File: config.mk
export PLATFORM = sky130hd
export DESIGN_NAME = rtc_remote_temp_calibration
export DESIGN_NICKNAME = d
export VERILOG_FILES = /design/src/rtl/rtc_pkg.sv /design/src/rtl/rtc_remote_temp_calibration.sv
export SDC_FILE = /design/constraint.sdc
export NUM_CORES = 1
export LEC_CHECK = 0
export ABC_AREA = 0
export BUFFER_PORTS_ARGS = -buffer_cell sky130_fd_sc_hd__buf_2
export CORE_UTILIZATION = 40
export CTS_BUF_LIST = sky130_fd_sc_hd__clkbuf_4
export DETAILED_ROUTE_END_ITERATION = 8
export PLACE_DENSITY = 0.57
export SYNTH_ARGS = -nofsm -noshare
export SYNTH_HDL_FRONTEND = slang
export SYNTH_SLANG_ARGS = --single-unit
File: constraint.sdc
create_clock -name clk_sys_i -period 10.03 [get_ports clk_sys_i]
set_clock_uncertainty 0.2 [all_clocks]
set_input_delay 2.006 -clock clk_sys_i [delete_from_list [all_inputs] [get_ports clk_sys_i]]
set_output_delay 2.006 -clock clk_sys_i [all_outputs]
set_load 0.03 [all_outputs]
File: src/rtl/rtc_pkg.sv
package rtc_pkg;
  // ---------------------------------------------------------------
  // Register map
  // ---------------------------------------------------------------
  localparam logic [7:0] ADDR_IDEALITY_ADJUST = 8'h23;
  localparam logic [7:0] ADDR_MAKER_IDENTITY = 8'hfe;
  localparam logic [7:0] IDEALITY_ADJUST_RST = 8'h00;
  localparam logic [7:0] RDATA_UNMAPPED = 8'h00;
  // ---------------------------------------------------------------
  // Ideality arithmetic
  // ---------------------------------------------------------------
  localparam real ETA_TRIM = 1.008;
  localparam real ETA_STEP = 0.000483;
  localparam int ETA_DEN = 2088;
  localparam logic [11:0] ETA_DEN_12 = 12'h828;
  localparam int RECIP_SHIFT = 24;
  localparam logic [12:0] RECIP_DEN = 13'h1f63;
  // ---------------------------------------------------------------
  // Result formats, 1/16 degree per code
  // ---------------------------------------------------------------
  localparam int TEMP_W = 12;
  localparam int KELVIN_W = 13;
  localparam logic signed [16:0] KELVIN_ZERO_Q4 = 17'sh01112;
  localparam logic signed [16:0] STD_MIN = -17'sh00800;
  localparam logic signed [16:0] STD_MAX = 17'sh007ff;
  localparam logic signed [16:0] EXT_BIAS = 17'sh00400;
  localparam logic signed [16:0] EXT_MIN = 17'sh00000;
  localparam logic signed [16:0] EXT_MAX = 17'sh00fff;
  // ---------------------------------------------------------------
  // Excitation
  // ---------------------------------------------------------------
  localparam int EXC_LOW_NA = 7500;
  localparam int EXC_HIGH_NA = 120000;
  localparam int CLK_PERIOD_NS = 4;
  localparam int EXC_SETTLE_NS = 64;
  localparam int EXC_SETTLE_CYC = (EXC_SETTLE_NS + CLK_PERIOD_NS - 1) / CLK_PERIOD_NS;
  typedef enum {
    RTC_IDLE,
    RTC_EXC_LOW,
    RTC_EXC_HIGH,
    RTC_SCALE,
    RTC_FINISH
  } rtc_state_t;
endpackage

File: src/rtl/rtc_remote_temp_calibration.sv
`timescale 1ns/10ps
// Contract
// - Effective ideality is 1.008*2088/(2088+adjust code) for remote conversions.
// - Adjust code is 8-bit two's complement, -128 to 127; host writes signed form.
// - Ideality adjust register is read/write at pointer 23h.
// - Adjust register resets to 00h, leaving trimmed default ideality.
// - One adjust step changes effective ideality by about 0.000483.
// - Stored remote offset, in result format, is added on every remote conversion.
// - Remote transistor excited 7.5 uA then 120 uA; temperature from delta VBE.
// - Read at pointer FEh returns fixed 8-bit maker identity code.
// - Results and offset use standard format when range bit 0, extended when 1.
module rtc_remote_temp_calibration
  import rtc_pkg::*;
#(
  parameter logic [7:0] MAKER_ID = 8'h3c,  // Arbitrary value
  parameter int SETTLE_CYC = EXC_SETTLE_CYC
) (
  // Clock and reset
  input wire logic clk_sys_i,
  input wire logic rst_b_i,
  // Pointer register port
  input wire logic [7:0] reg_addr_i,
  input wire logic reg_wr_i,
  input wire logic [7:0] reg_wdata_i,
  input wire logic reg_rd_i,
  output logic [7:0] reg_rdata_o,
  output logic reg_rvalid_o,
  // Calibration settings
  input wire logic range_ext_i,
  input wire logic [TEMP_W-1:0] remote_offset_i,
  // Conversion control and front end
  input wire logic conv_start_i,
  input wire logic fe_valid_i,
  input wire logic [KELVIN_W-1:0] fe_kelvin_i,
  output logic exc_en_o,
  output logic exc_high_o,
  output logic conv_busy_o,
  // Remote result
  output logic [TEMP_W-1:0] remote_result_o,
  output logic remote_valid_o
);

  // Each current phase needs two cycles and must fit the 16-bit phase counter
  if (SETTLE_CYC < 2 || SETTLE_CYC > 65535) begin : g_bad_settle
    $error("SETTLE_CYC out of range");
  end

  // ---------------------------------------------------------------
  // Register file
  // ---------------------------------------------------------------
  logic [7:0] ideality_adjust_reg;

  always_ff @(posedge clk_sys_i or negedge rst_b_i) begin
    if (!rst_b_i) begin
      ideality_adjust_reg <= IDEALITY_ADJUST_RST;
    end else if (reg_wr_i && reg_addr_i == ADDR_IDEALITY_ADJUST) begin
      ideality_adjust_reg <= reg_wdata_i;
    end
  end

  always_ff @(posedge clk_sys_i or negedge rst_b_i) begin
    if (!rst_b_i) begin
      reg_rdata_o <= RDATA_UNMAPPED;
      reg_rvalid_o <= 1'b0;
    end else begin
      reg_rvalid_o <= reg_rd_i;
      if (reg_rd_i) begin
        case (reg_addr_i)
          ADDR_IDEALITY_ADJUST: reg_rdata_o <= ideality_adjust_reg;
          ADDR_MAKER_IDENTITY: reg_rdata_o <= MAKER_ID;
          default: reg_rdata_o <= RDATA_UNMAPPED;
        endcase
      end
    end
  end

  // ---------------------------------------------------------------
  // Excitation sequence
  // ---------------------------------------------------------------
  rtc_state_t state_reg;
  logic [15:0] phase_cnt_reg;
  logic [KELVIN_W-1:0] kelvin_reg;
  logic [24:0] prod_reg;
  logic phase_done;

  assign phase_done = (phase_cnt_reg == 16'(SETTLE_CYC - 1));

  always_ff @(posedge clk_sys_i or negedge rst_b_i) begin
    if (!rst_b_i) begin
      state_reg <= RTC_IDLE;
      phase_cnt_reg <= 16'h0000;
    end else begin
      case (state_reg)
        RTC_IDLE: begin
          phase_cnt_reg <= 16'h0000;
          if (conv_start_i) begin
            state_reg <= RTC_EXC_LOW;
          end
        end
        RTC_EXC_LOW: begin
          phase_cnt_reg <= phase_done ? 16'h0000 : phase_cnt_reg + 16'h0001;
          if (phase_done) begin
            state_reg <= RTC_EXC_HIGH;
          end
        end
        RTC_EXC_HIGH: begin
          if (!phase_done) begin
            phase_cnt_reg <= phase_cnt_reg + 16'h0001;
          end else if (fe_valid_i) begin
            state_reg <= RTC_SCALE;
          end
        end
        RTC_SCALE: state_reg <= RTC_FINISH;
        RTC_FINISH: state_reg <= RTC_IDLE;
        default: state_reg <= RTC_IDLE;
      endcase
    end
  end

  // Low current first, then high current, while converting
  always_ff @(posedge clk_sys_i or negedge rst_b_i) begin
    if (!rst_b_i) begin
      exc_en_o <= 1'b0;
      exc_high_o <= 1'b0;
      conv_busy_o <= 1'b0;
    end else begin
      exc_en_o <= (state_reg == RTC_IDLE) ? conv_start_i :
                  (state_reg == RTC_EXC_LOW) ||
                  (state_reg == RTC_EXC_HIGH && !(phase_done && fe_valid_i));
      exc_high_o <= (state_reg == RTC_EXC_LOW && phase_done) ||
                    (state_reg == RTC_EXC_HIGH && !(phase_done && fe_valid_i));
      conv_busy_o <= (state_reg == RTC_IDLE) ? conv_start_i : (state_reg != RTC_FINISH);
    end
  end

  // ---------------------------------------------------------------
  // Ideality correction and offset
  // ---------------------------------------------------------------
  // The front end reports absolute temperature computed with the trimmed
  // ideality; rescaling by (2088+N)/2088 applies the effective ideality.
  logic [11:0] eta_den;
  logic [37:0] scaled_full;
  logic signed [16:0] kelvin_scaled;
  logic signed [16:0] offset_term;
  logic signed [16:0] sum;
  logic signed [16:0] fmt_min;
  logic signed [16:0] fmt_max;

  assign eta_den = ETA_DEN_12 + {{4{ideality_adjust_reg[7]}}, ideality_adjust_reg};
  assign scaled_full = 38'(prod_reg) * 38'(RECIP_DEN);
  assign kelvin_scaled = 17'($signed({3'b000, scaled_full[RECIP_SHIFT+13:RECIP_SHIFT]}));
  // Extended format: the bias of result and offset cancel, so the offset is unsigned
  assign offset_term = range_ext_i ? $signed({5'b00000, remote_offset_i}) :
                       $signed({{5{remote_offset_i[TEMP_W-1]}}, remote_offset_i});
  assign sum = kelvin_scaled - KELVIN_ZERO_Q4 + offset_term;
  assign fmt_min = range_ext_i ? EXT_MIN : STD_MIN;
  assign fmt_max = range_ext_i ? EXT_MAX : STD_MAX;

  always_ff @(posedge clk_sys_i or negedge rst_b_i) begin
    if (!rst_b_i) begin
      kelvin_reg <= '0;
      prod_reg <= '0;
    end else begin
      if (state_reg == RTC_EXC_HIGH && phase_done && fe_valid_i) begin
        kelvin_reg <= fe_kelvin_i;
      end
      if (state_reg == RTC_SCALE) begin
        prod_reg <= 25'(kelvin_reg) * 25'(eta_den);
      end
    end
  end

  always_ff @(posedge clk_sys_i or negedge rst_b_i) begin
    if (!rst_b_i) begin
      remote_result_o <= '0;
      remote_valid_o <= 1'b0;
    end else begin
      remote_valid_o <= (state_reg == RTC_FINISH);
      if (state_reg == RTC_FINISH) begin
        if (sum < fmt_min) begin
          remote_result_o <= fmt_min[TEMP_W-1:0];
        end else if (sum > fmt_max) begin
          remote_result_o <= fmt_max[TEMP_W-1:0];
        end else begin
          remote_result_o <= sum[TEMP_W-1:0];
        end
      end
    end
  end
endmodule // rtc_remote_temp_calibration

==> impl_metrics.csv, run 1 <==
group,metric,value,unit
logic_synthesis,ys_seq_area_share,14.3,%
floorplan,coreArea,38700,sq um
logic_synthesis,synthArstFlopShare,100,%
logic_synthesis,ys_ff_latch,90,
global_routing,grt_pass1_vias,11561,
logic_synthesis,syn_area,15700,sq um
critical_path,cpMostUsedCell,"fa_1",
logic_synthesis,synth_top_area_share,33.5,%
logic_synthesis,synth-adder-area-share,48.2,%
critical_path,worstPathRequired,10230,ps
timing,layout_setup_ws,513,ps
place,io_buffer_count,72,
power,p_leak,8.42,nW
timing,hold_violations,0,
clock_network,cts_tree,"yes",
timing,final.min_clock_period,9520,ps
critical_path,startpoint_type,"flop",
floorplan,start_util,40.6,%
logic_synthesis,synth-compound-area-share,9.67,%
logic_synthesis,synth.distinct_cells,72,
timing,fmax,0.105,GHz
logic_synthesis,synthMuxAreaShare,1.77,%
power,p_per_area,55.7,nW/um^2
logic_synthesis,synth-simple-area-share,12.9,%
logic_synthesis,avgSynthCellArea,9.44,sq um
place,place_ws,437,ps
critical_path,worstPathArrival,9720,ps
worst_hold_path,hold_path_class,"reg2reg",
timing,whs,296,ps
run,maxCapViolCount,0,
critical_path,crit_fanout,8,
clock_network,numCtsBuffers,9,
floorplan,pin_count,73,
critical_path,worst-setup-path-type,"reg2reg",
logic_synthesis,synth_ff_type,"dfrtp_1",
routing,vias,11135,
finish,syn_to_final_growth,7.02,%
clock_network,clkLatencyLatePin,530,ps
clock_network,cts_max_level,3,
clock_network,cts-root-buf,"clkbuf_4",
logic_synthesis,yosys_warnings,0,
run_status,status,"complete, no violations",
clock_network,clock_tree.buffer_depth,2,
finish,largest_reg_flops,25,
timing,worst_pin_slew,985,ps
global_routing,gr-total-overflow,0,
critical_path,worstSetupEndpointType,"flop",
logic_synthesis,synth_nets,2161,
place,post-dp-hpwl,28.2,mm
floorplan,die_h,200,um
finish,nNetsFinal,2204,
global_routing,grt_util_all_layers,17.3,%
logic_synthesis,synth_top_family_by_area,"adder cells",
logic_synthesis,ys_top_cells_by_area,"fa_1 (33%), ha_1 (15%), dfrtp_1 (14%), inv_1 (8.2%), nand2_1 (3.9%)",
logic_synthesis,synth_xor_area_share,3.74,%
floorplan,dieWidth,200,um
floorplan,row_count,72,
floorplan,die_area,40100,sq um
timing,max_slew_margin,34.3,%
timing,finalSetupViolCount,0,
clock_network,cts_sinks,90,
critical_path,max_stage_delay,560,ps
finish,final_common_cell,"inv_1",
clock_network,hold_buffers,0,
place,gp_congestion,0.864,
logic_synthesis,netlist.top_cell.by_area,"fa_1",
routing,via_per_inst,4.98,
global_routing,grt_pass1_wl,56.5,mm
global_routing,grt_max_degree,78,
routing,dr.pass1.iters,5,
finish,drive_gt1_share,8.17,%
logic_synthesis,synth_edf_count,0,
routing,wl_per_cell,14.9,um
timing,fin_crit_sh,94.9,%
global_routing,antenna_found_initial,1,
routing,drtIter0Drc,440,
routing,drt_wl_total,33.4,mm
clock_network,clkTransAtPathRegs,150,ps
critical_path,cp_slowest_cell,"fa_1",
routing,drcViolationCount,0,
power,ir_worst_vdd,0.000103,V
logic_synthesis,synthCells,1665,
finish,final_cell_mix,"inv_1 (340), fa_1 (263), ha_1 (185)",
timing,finalMaxSlewViolations,0,
routing,ant_nets,0,
[path summary, 6_finish.rpt]
kind	startpoint	endpoint	slack, ps	cells past startpoint
max	prod_reg[3]	remote_result_o[10]	510	37
min	remote_result_o[0]	remote_result_o[0]	300	2
max reg2reg	prod_reg[3]	remote_result_o[10]	510	37
min reg2reg	remote_result_o[0]	remote_result_o[0]	300	2
max in group asynchronous	rst_b_i	prod_reg[2]	7240	2
min in group asynchronous	rst_b_i	remote_result_o[8]	1110	1
[cell type report]
cell class	count	area, sq um
Clock buffer	9	67.6
Antenna cell	3	7.51
Clock inverter	7	101
Multi-Input combinational cell	1183	12000
Fill cell	3885	21900
Sequential cell	90	2250
Timing Repair Buffer	80	420
Tap cell	518	648
Inverter	344	1290
[metal layers]
layer | vias to the layer above | track usage (%) | wire [um]
met4 | 0 | 3.00 | 299
met5 | - | 0 | 0
met2 | 114 | 28.2 | 16000
met1 | 5612 | 24.8 | 16300
met3 | 19 | 2.31 | 821
li1 | 5390 | - | -
[cells in the mapped netlist, drive strengths merged, types with 2 or more instances]
cell type and instances:
a2111oi 3, a211oi 8, a21boi 4, a21o 23
a21oi 49, a221oi 2, a222oi 2, a22oi 3
a31oi 4, a41o 2, a41oi 5, and2 34
and3 11, buf 3, clkbuf 45, dfrtp 90
fa 263, ha 185, inv 344, mux2 22
mux2i 3, nand2 166, nand2b 30, nand3 27
nand3b 2, nand4 16, nor2 61, nor2b 25
nor3 18, nor4 12, o211ai 7, o21a 14
o21ai 70, o21bai 6, o22ai 2, o311ai 5
o31ai 7, or2 3, or3 4, or4 3
xnor2 35, xor2 30
[metrics by stage]
stage / std cells / instance area (sq um) / setup TNS, ps / utilization [%] / total power [mW]
2_1_floorplan: 1665 / 15700 / 0 / - / 0.610
3_3_place_gp: 2212 / 16600 / 0 / 42.8 / 0.690
3_5_place_dp: 2212 / 16600 / 0 / 42.8 / 0.694
4_1_cts: 2228 / 16800 / 0 / 43.3 / 0.952
5_1_grt: 2233 / 16800 / -452 / 43.4 / 0.996
6_report: 2234 / 16800 / 0 / 43.4 / 0.938
[what timing repair did]
| action | 4_1_cts | 5_1_grt |
|---|---|---|
| gates resized for setup | 0 | 11 |
| endpoints found under the setup margin | 0 | 12 |
| buffers inserted | 0 | 3 |
[critical path, delay by kind of cell (launching register included)]
family                   cells  cell delay [ps]
AO/OA/AOI/OAI               13             2770
buffers and inverters        5              410
adder cells (fa/ha/maj)      8             3440
flip-flops                   1              410
AND/OR/NAND/NOR              8             1510
XOR/XNOR                     3              640
[logic make-up after synthesis]
kind of cell / count (synthesis)
DFF: 90
adders and majority gates: 448
and+or+nand+nor: 419
AOI/OAI and AO/OA: 226
xor gates and xnor gates: 65
muxes: 25
buffers and inverters: 392
[where the power goes]
group	switching, mW	total [mW]	leakage (nW)	internal [mW]
combinational	0.162	0.249	7.15	0.0875
clock	0.146	0.249	0.0837	0.103
sequential	0.0390	0.439	1.19	0.400
total	0.347	0.938	8.42	0.591
Note: power is estimated with default switching activity, not from simulation.
==> run 2: changes to the inputs <==
CORE_MARGIN = 2   (was unset)
==> impl_metrics.csv, run 2 (synthesis results as in run 1) <==
group,metric,value,unit
critical_path,worstSetupEndpointType,"flop",
floorplan,dieWidth,202,um
timing,fin_crit_sh,93.9,%
critical_path,crit_buf_inv,2,
critical_path,reg2reg_to,"remote_result_o[4]",
routing,drcViolationCount,0,
floorplan,die_h,202,um
finish,seqCellArea,2250,sq um
critical_path,crit_fanout,8,
critical_path,cp_slowest_cell,"fa_1",
clock_network,clkLatencyLatePin,510,ps
floorplan,start_util,40.6,%
place,post-dp-hpwl,28.3,mm
global_routing,grt_max_degree,72,
timing,hold_violations,0,
finish,nFillCells,3847,
finish,fin_util,43.6,%
power,p_leak,8.44,nW
finish,largest_reg_flops,25,
routing,via_per_inst,5.04,
critical_path,worstPathArrival,9610,ps
routing,drt_wl_total,33.3,mm
timing,finalMaxSlewViolations,0,
finish,final_common_cell,"inv_1",
place,place_ws,548,ps
timing,fmax,0.106,GHz
worst_hold_path,worstHoldEndpoint,"remote_result_o[8]",
clock_network,cts_sinks,90,
floorplan,pin_count,73,
routing,vias,11262,
routing,wl_per_cell,14.9,um
timing,worst_pin_slew,920,ps
routing,drtIter0Drc,484,
critical_path,r2r_start,"prod_reg[7]",
finish,drive_gt1_share,9.10,%
routing,dr.pass1.iters,7,
timing,whs,291,ps
worst_hold_path,holdPathStages,1,
clock_network,cts_tree,"yes",
routing,ant_nets,0,
clock_network,cts-root-buf,"clkbuf_4",
run,maxCapViolCount,0,
finish,syn_to_final_growth,7.35,%
global_routing,gr-total-overflow,0,
clock_network,cts_max_level,3,
finish,multi_input_area,12100,sq um
finish,final_cell_mix,"inv_1 (337), fa_1 (263), ha_1 (185)",
power,p_per_area,55.7,nW/um^2
critical_path,r2r_setup_slack,620,ps
critical_path,cpMostUsedCell,"fa_1",
timing,finalSetupViolCount,0,
global_routing,grt_pass1_vias,11781,
critical_path,worst-setup-path-type,"reg2reg",
clock_network,clock_tree.buffer_depth,2,
floorplan,coreArea,38700,sq um
place,gp_congestion,0.846,
floorplan,die_area,40900,sq um
critical_path,max_stage_delay,570,ps
critical_path,startpoint_type,"flop",
place,io_buffer_count,72,
worst_hold_path,hold_path_class,"reg2reg",
power,ir_worst_vdd,0.0000714,V
global_routing,antenna_found_initial,1,
timing,final.min_clock_period,9410,ps
worst_hold_path,worstHoldStart,"remote_result_o[8]",
timing,max_slew_margin,38.7,%
clock_network,clkTransAtPathRegs,160,ps
timing,layout_setup_ws,615,ps
critical_path,worstPathRequired,10220,ps
critical_path,critPathTopFamily,"adder cells",
global_routing,grt_pass1_wl,57.2,mm
critical_path,rr_worst_depth,33,
global_routing,grt_util_all_layers,17.2,%
run_status,status,"complete, no violations",
clock_network,numCtsBuffers,9,
floorplan,row_count,72,
clock_network,hold_buffers,0,
finish,nNetsFinal,2205,
-- run 2: changes by cell type in the layout (fill, tap and decap cells not counted), moves of 2 or more --
cell	previous run	this run
buf_4	8	10
inv_1	340	337
inv_2	4	7
nand2_1	165	163
nand2_2	1	3
xnor2_1	34	32
xnor2_2	1	3
-- run 2: report_power, final --
part           total (mW)  switching (mW)  internal, mW
Clock               0.252           0.150         0.103
Sequential          0.439          0.0388         0.400
Combinational       0.248           0.162        0.0868
-- run 2: routing by layer --
layer,routed length [um],GRT usage [%],up-vias
li1,-,-,5391
met1,15900,24.6,5703
met2,16100,28.1,144
met3,966,1.82,24
met4,411,3.81,0
met5,0,0,-
-- run 2: area by class of cell --
cell class,instances,area share (%)
sequential,90,13.4
tap,518,3.84
antenna,2,0.0297
timing repair buffer,81,2.55
clock inverter,7,0.586
clock buffer,9,0.400
inverter,344,7.65
multi-input combinational,1183,71.6
-- run 2: worst max-delay path by stage --
stage / from / slack (ps) / end / cells past startpoint
finish: prod_reg[7] / 620 / remote_result_o[4] / 33
global route: prod_reg[0] / -20 / remote_result_o[7] / 35
CTS: prod_reg[4] / 470 / remote_result_o[4] / 36
detailed placement: prod_reg[4] / 550 / remote_result_o[4] / 35
global placement: prod_reg[4] / 700 / remote_result_o[10] / 35
floorplan: prod_reg[4] / 1160 / remote_result_o[10] / 36
-- run 2: repair_timing --
item | CTS | global route
resized for setup | 0 | 26
setup buffers | 0 | 4
endpoints found under the setup margin | 0 | 12
-- run 2: metrics by stage --
| step | std cells | TNS, ps | power [mW] | instance area (sq um) |
|---|---|---|---|---|
| global route | 2234 | -16.4 | 1.01 | 16900 |
| finish | 2234 | 0 | 0.939 | 16900 |
| CTS | 2228 | 0 | 0.953 | 16800 |
| global placement | 2212 | 0 | 0.690 | 16600 |
| floorplan | 1665 | 0 | 0.610 | 15700 |
| detailed placement | 2212 | 0 | 0.693 | 16600 |
==> run 3: changes to the inputs <==
ABC_AREA = 1   (was 0)
BUFFER_PORTS_ARGS = -buffer_cell sky130_fd_sc_hd__buf_4   (was -buffer_cell sky130_fd_sc_hd__buf_2)
CTS_CLUSTER_SIZE = 14   (was unset)
==> impl_metrics.csv, run 3 <==
group,metric,value,unit
finish,largest_reg_flops,25,
worst_hold_path,worstHoldStart,"remote_result_o[3]",
logic_synthesis,synthArstFlopShare,100,%
routing,vias,12964,
logic_synthesis,synth_edf_count,0,
clock_network,cts_tree,"yes",
clock_network,post_cts_buffers,0,
clock_network,clkTransAtPathRegs,180,ps
critical_path,worstPathArrival,8490,ps
logic_synthesis,synth.distinct_cells,49,
timing,hold_violations,0,
finish,syn_to_final_growth,7.49,%
critical_path,cp_slowest_cell,"fa_1",
critical_path,worstPathRequired,10240,ps
finish,final_common_cell,"inv_1",
finish,final_cell_mix,"inv_1 (485), nand2_1 (453), fa_1 (263)",
clock_network,post_cts_resize_count,0,
logic_synthesis,synth_top_area_share,31.5,%
logic_synthesis,ys_seq_area_share,13.5,%
logic_synthesis,synth_common_cells,"inv_1 (485), nand2_1 (453), fa_1 (263)",
finish,fin_util,43.8,%
routing,ant_nets,0,
logic_synthesis,avgSynthCellArea,8.02,sq um
clock_network,numCtsBuffers,9,
critical_path,worst-setup-path-type,"reg2reg",
routing,via_per_inst,4.84,
floorplan,start_util,40.7,%
logic_synthesis,ys_ff_latch,90,
place,gp_congestion,0.910,
timing,worst_pin_slew,789,ps
routing,wl_per_cell,14.5,um
clock_network,clock_tree.buffer_depth,2,
logic_synthesis,yosysMostFrequentCell,"inv_1",
run,maxCapViolCount,0,
critical_path,rr_worst_depth,43,
worst_hold_path,worstHoldEndpoint,"remote_result_o[3]",
routing,drt_wl_total,39.0,mm
finish,drive_gt1_share,7.92,%
logic_synthesis,synth_nets,2584,
floorplan,die_area,43500,sq um
timing,rsz0062_at_grt,"false",
timing,finalSetupViolCount,0,
routing,drcViolationCount,0,
global_routing,antenna_found_initial,1,
finish,nNetsFinal,2637,
worst_hold_path,hold_path_class,"reg2reg",
floorplan,die_h,209,um
global_routing,grt_util_all_layers,19.1,%
clock_network,cts-root-buf,"clkbuf_4",
worst_hold_path,holdPathStages,2,
place,place_ws,1770,ps
logic_synthesis,synth_ff_type,"dfrtp_1",
critical_path,r2r_start,"prod_reg[3]",
timing,finalMaxSlewViolations,0,
timing,finalSetupTns,0,ps
clock_network,cts_max_level,3,
global_routing,grt_pass1_wl,68.0,mm
routing,drtIter0Drc,592,
clock_network,clkLatencyLatePin,490,ps
logic_synthesis,synthCells,2088,
global_routing,gr-total-overflow,0,
place,io_buffer_count,72,
timing,max_slew_margin,47.4,%
critical_path,cpMostUsedCell,"nand2_1",
timing,layout_setup_ws,1750,ps
routing,dr.pass1.iters,5,
global_routing,grt_pass1_vias,13830,
critical_path,startpoint_type,"flop",
clock_network,cts_sinks,90,
timing,fmax,0.121,GHz
critical_path,r2r_setup_slack,1750,ps
place,post-dp-hpwl,34.6,mm
floorplan,coreArea,41100,sq um
global_routing,grt_max_degree,62,
floorplan,dieWidth,209,um
floorplan,row_count,74,
clock_network,hold_buffers,0,
logic_synthesis,syn_area,16700,sq um
critical_path,crit_fanout,8,
logic_synthesis,yosys_warnings,0,
critical_path,worstSetupEndpointType,"flop",
critical_path,max_stage_delay,580,ps
finish,nFillCells,4246,
logic_synthesis,ys_top_cells_by_area,"fa_1 (31%), ha_1 (14%), dfrtp_1 (13%), inv_1 (11%), nand2_1 (10%)",
logic_synthesis,netlist.top_cell.by_area,"fa_1",
run_status,status,"complete, no violations",
floorplan,pin_count,73,
timing,final.min_clock_period,8280,ps
critical_path,reg2reg_to,"remote_result_o[9]",
timing,fin_crit_sh,82.6,%
## run 3: worst max path at each step
stage | cells after the start | end | from
floorplan | 43 | remote_result_o[10] | prod_reg[4]
global placement | 43 | remote_result_o[9] | prod_reg[4]
detailed placement | 43 | remote_result_o[10] | prod_reg[3]
CTS | 43 | remote_result_o[10] | prod_reg[3]
global route | 43 | remote_result_o[10] | prod_reg[3]
finish | 43 | remote_result_o[9] | prod_reg[3]
## run 3: cell families after synthesis
kind of cell / count (synthesis) / synth area share [%]
buffers and inverters: 523 / 11.8
AND/OR/NAND/NOR: 772 / 19.6
multiplexers: 20 / 1.35
AO/OA/AOI/OAI: 207 / 7.03
XOR/XNOR: 28 / 1.51
flip-flops: 90 / 13.5
adder cells (fa/ha/maj): 448 / 45.3
## run 3: final cells by class
type	count	area, sq um	area share, %
flip-flops and latches	90	2250	12.5
clock inverters	7	81.3	0.452
diodes	1	2.50	0.0139
well taps	532	666	3.70
inverters	491	1840	10.2
clock buffers	9	67.6	0.376
repair buffers	74	556	3.09
multi-input cells	1475	12500	69.6
## run 3: through the flow
step,area [sq um],hold WS [ps],std cells
after floorplan,16700,264,2088
after global placement,17800,276,2662
after detailed placement,17800,275,2662
after CTS,18000,320,2678
after global routing,18000,335,2679
final,18000,312,2679
## run 3: critical path, delay by kind of cell (launching register included)
| kind | cells | cell delay (ps) |
|---|---|---|
| AO/OA/AOI/OAI | 6 | 980 |
| XOR/XNOR | 1 | 210 |
| adder cells (fa/ha/maj) | 9 | 3710 |
| buffers and inverters | 8 | 620 |
| flip-flops | 1 | 430 |
| AND/OR/NAND/NOR | 19 | 2060 |
## run 3: per-layer routing
metal / vias to the layer above / global-route usage [%] / part of all wire [%]
met4: 0 / 3.40 / 1.2
met2: 197 / 32.5 / 47
met5: - / 0 / 0
met3: 31 / 1.69 / 2.7
li1: 6490 / - / -
met1: 6246 / 26.8 / 49
Power of run 3 is left out: the tool's default activity adds up to more than one toggle a clock period on the data nets, which glitch-free logic cannot reach.
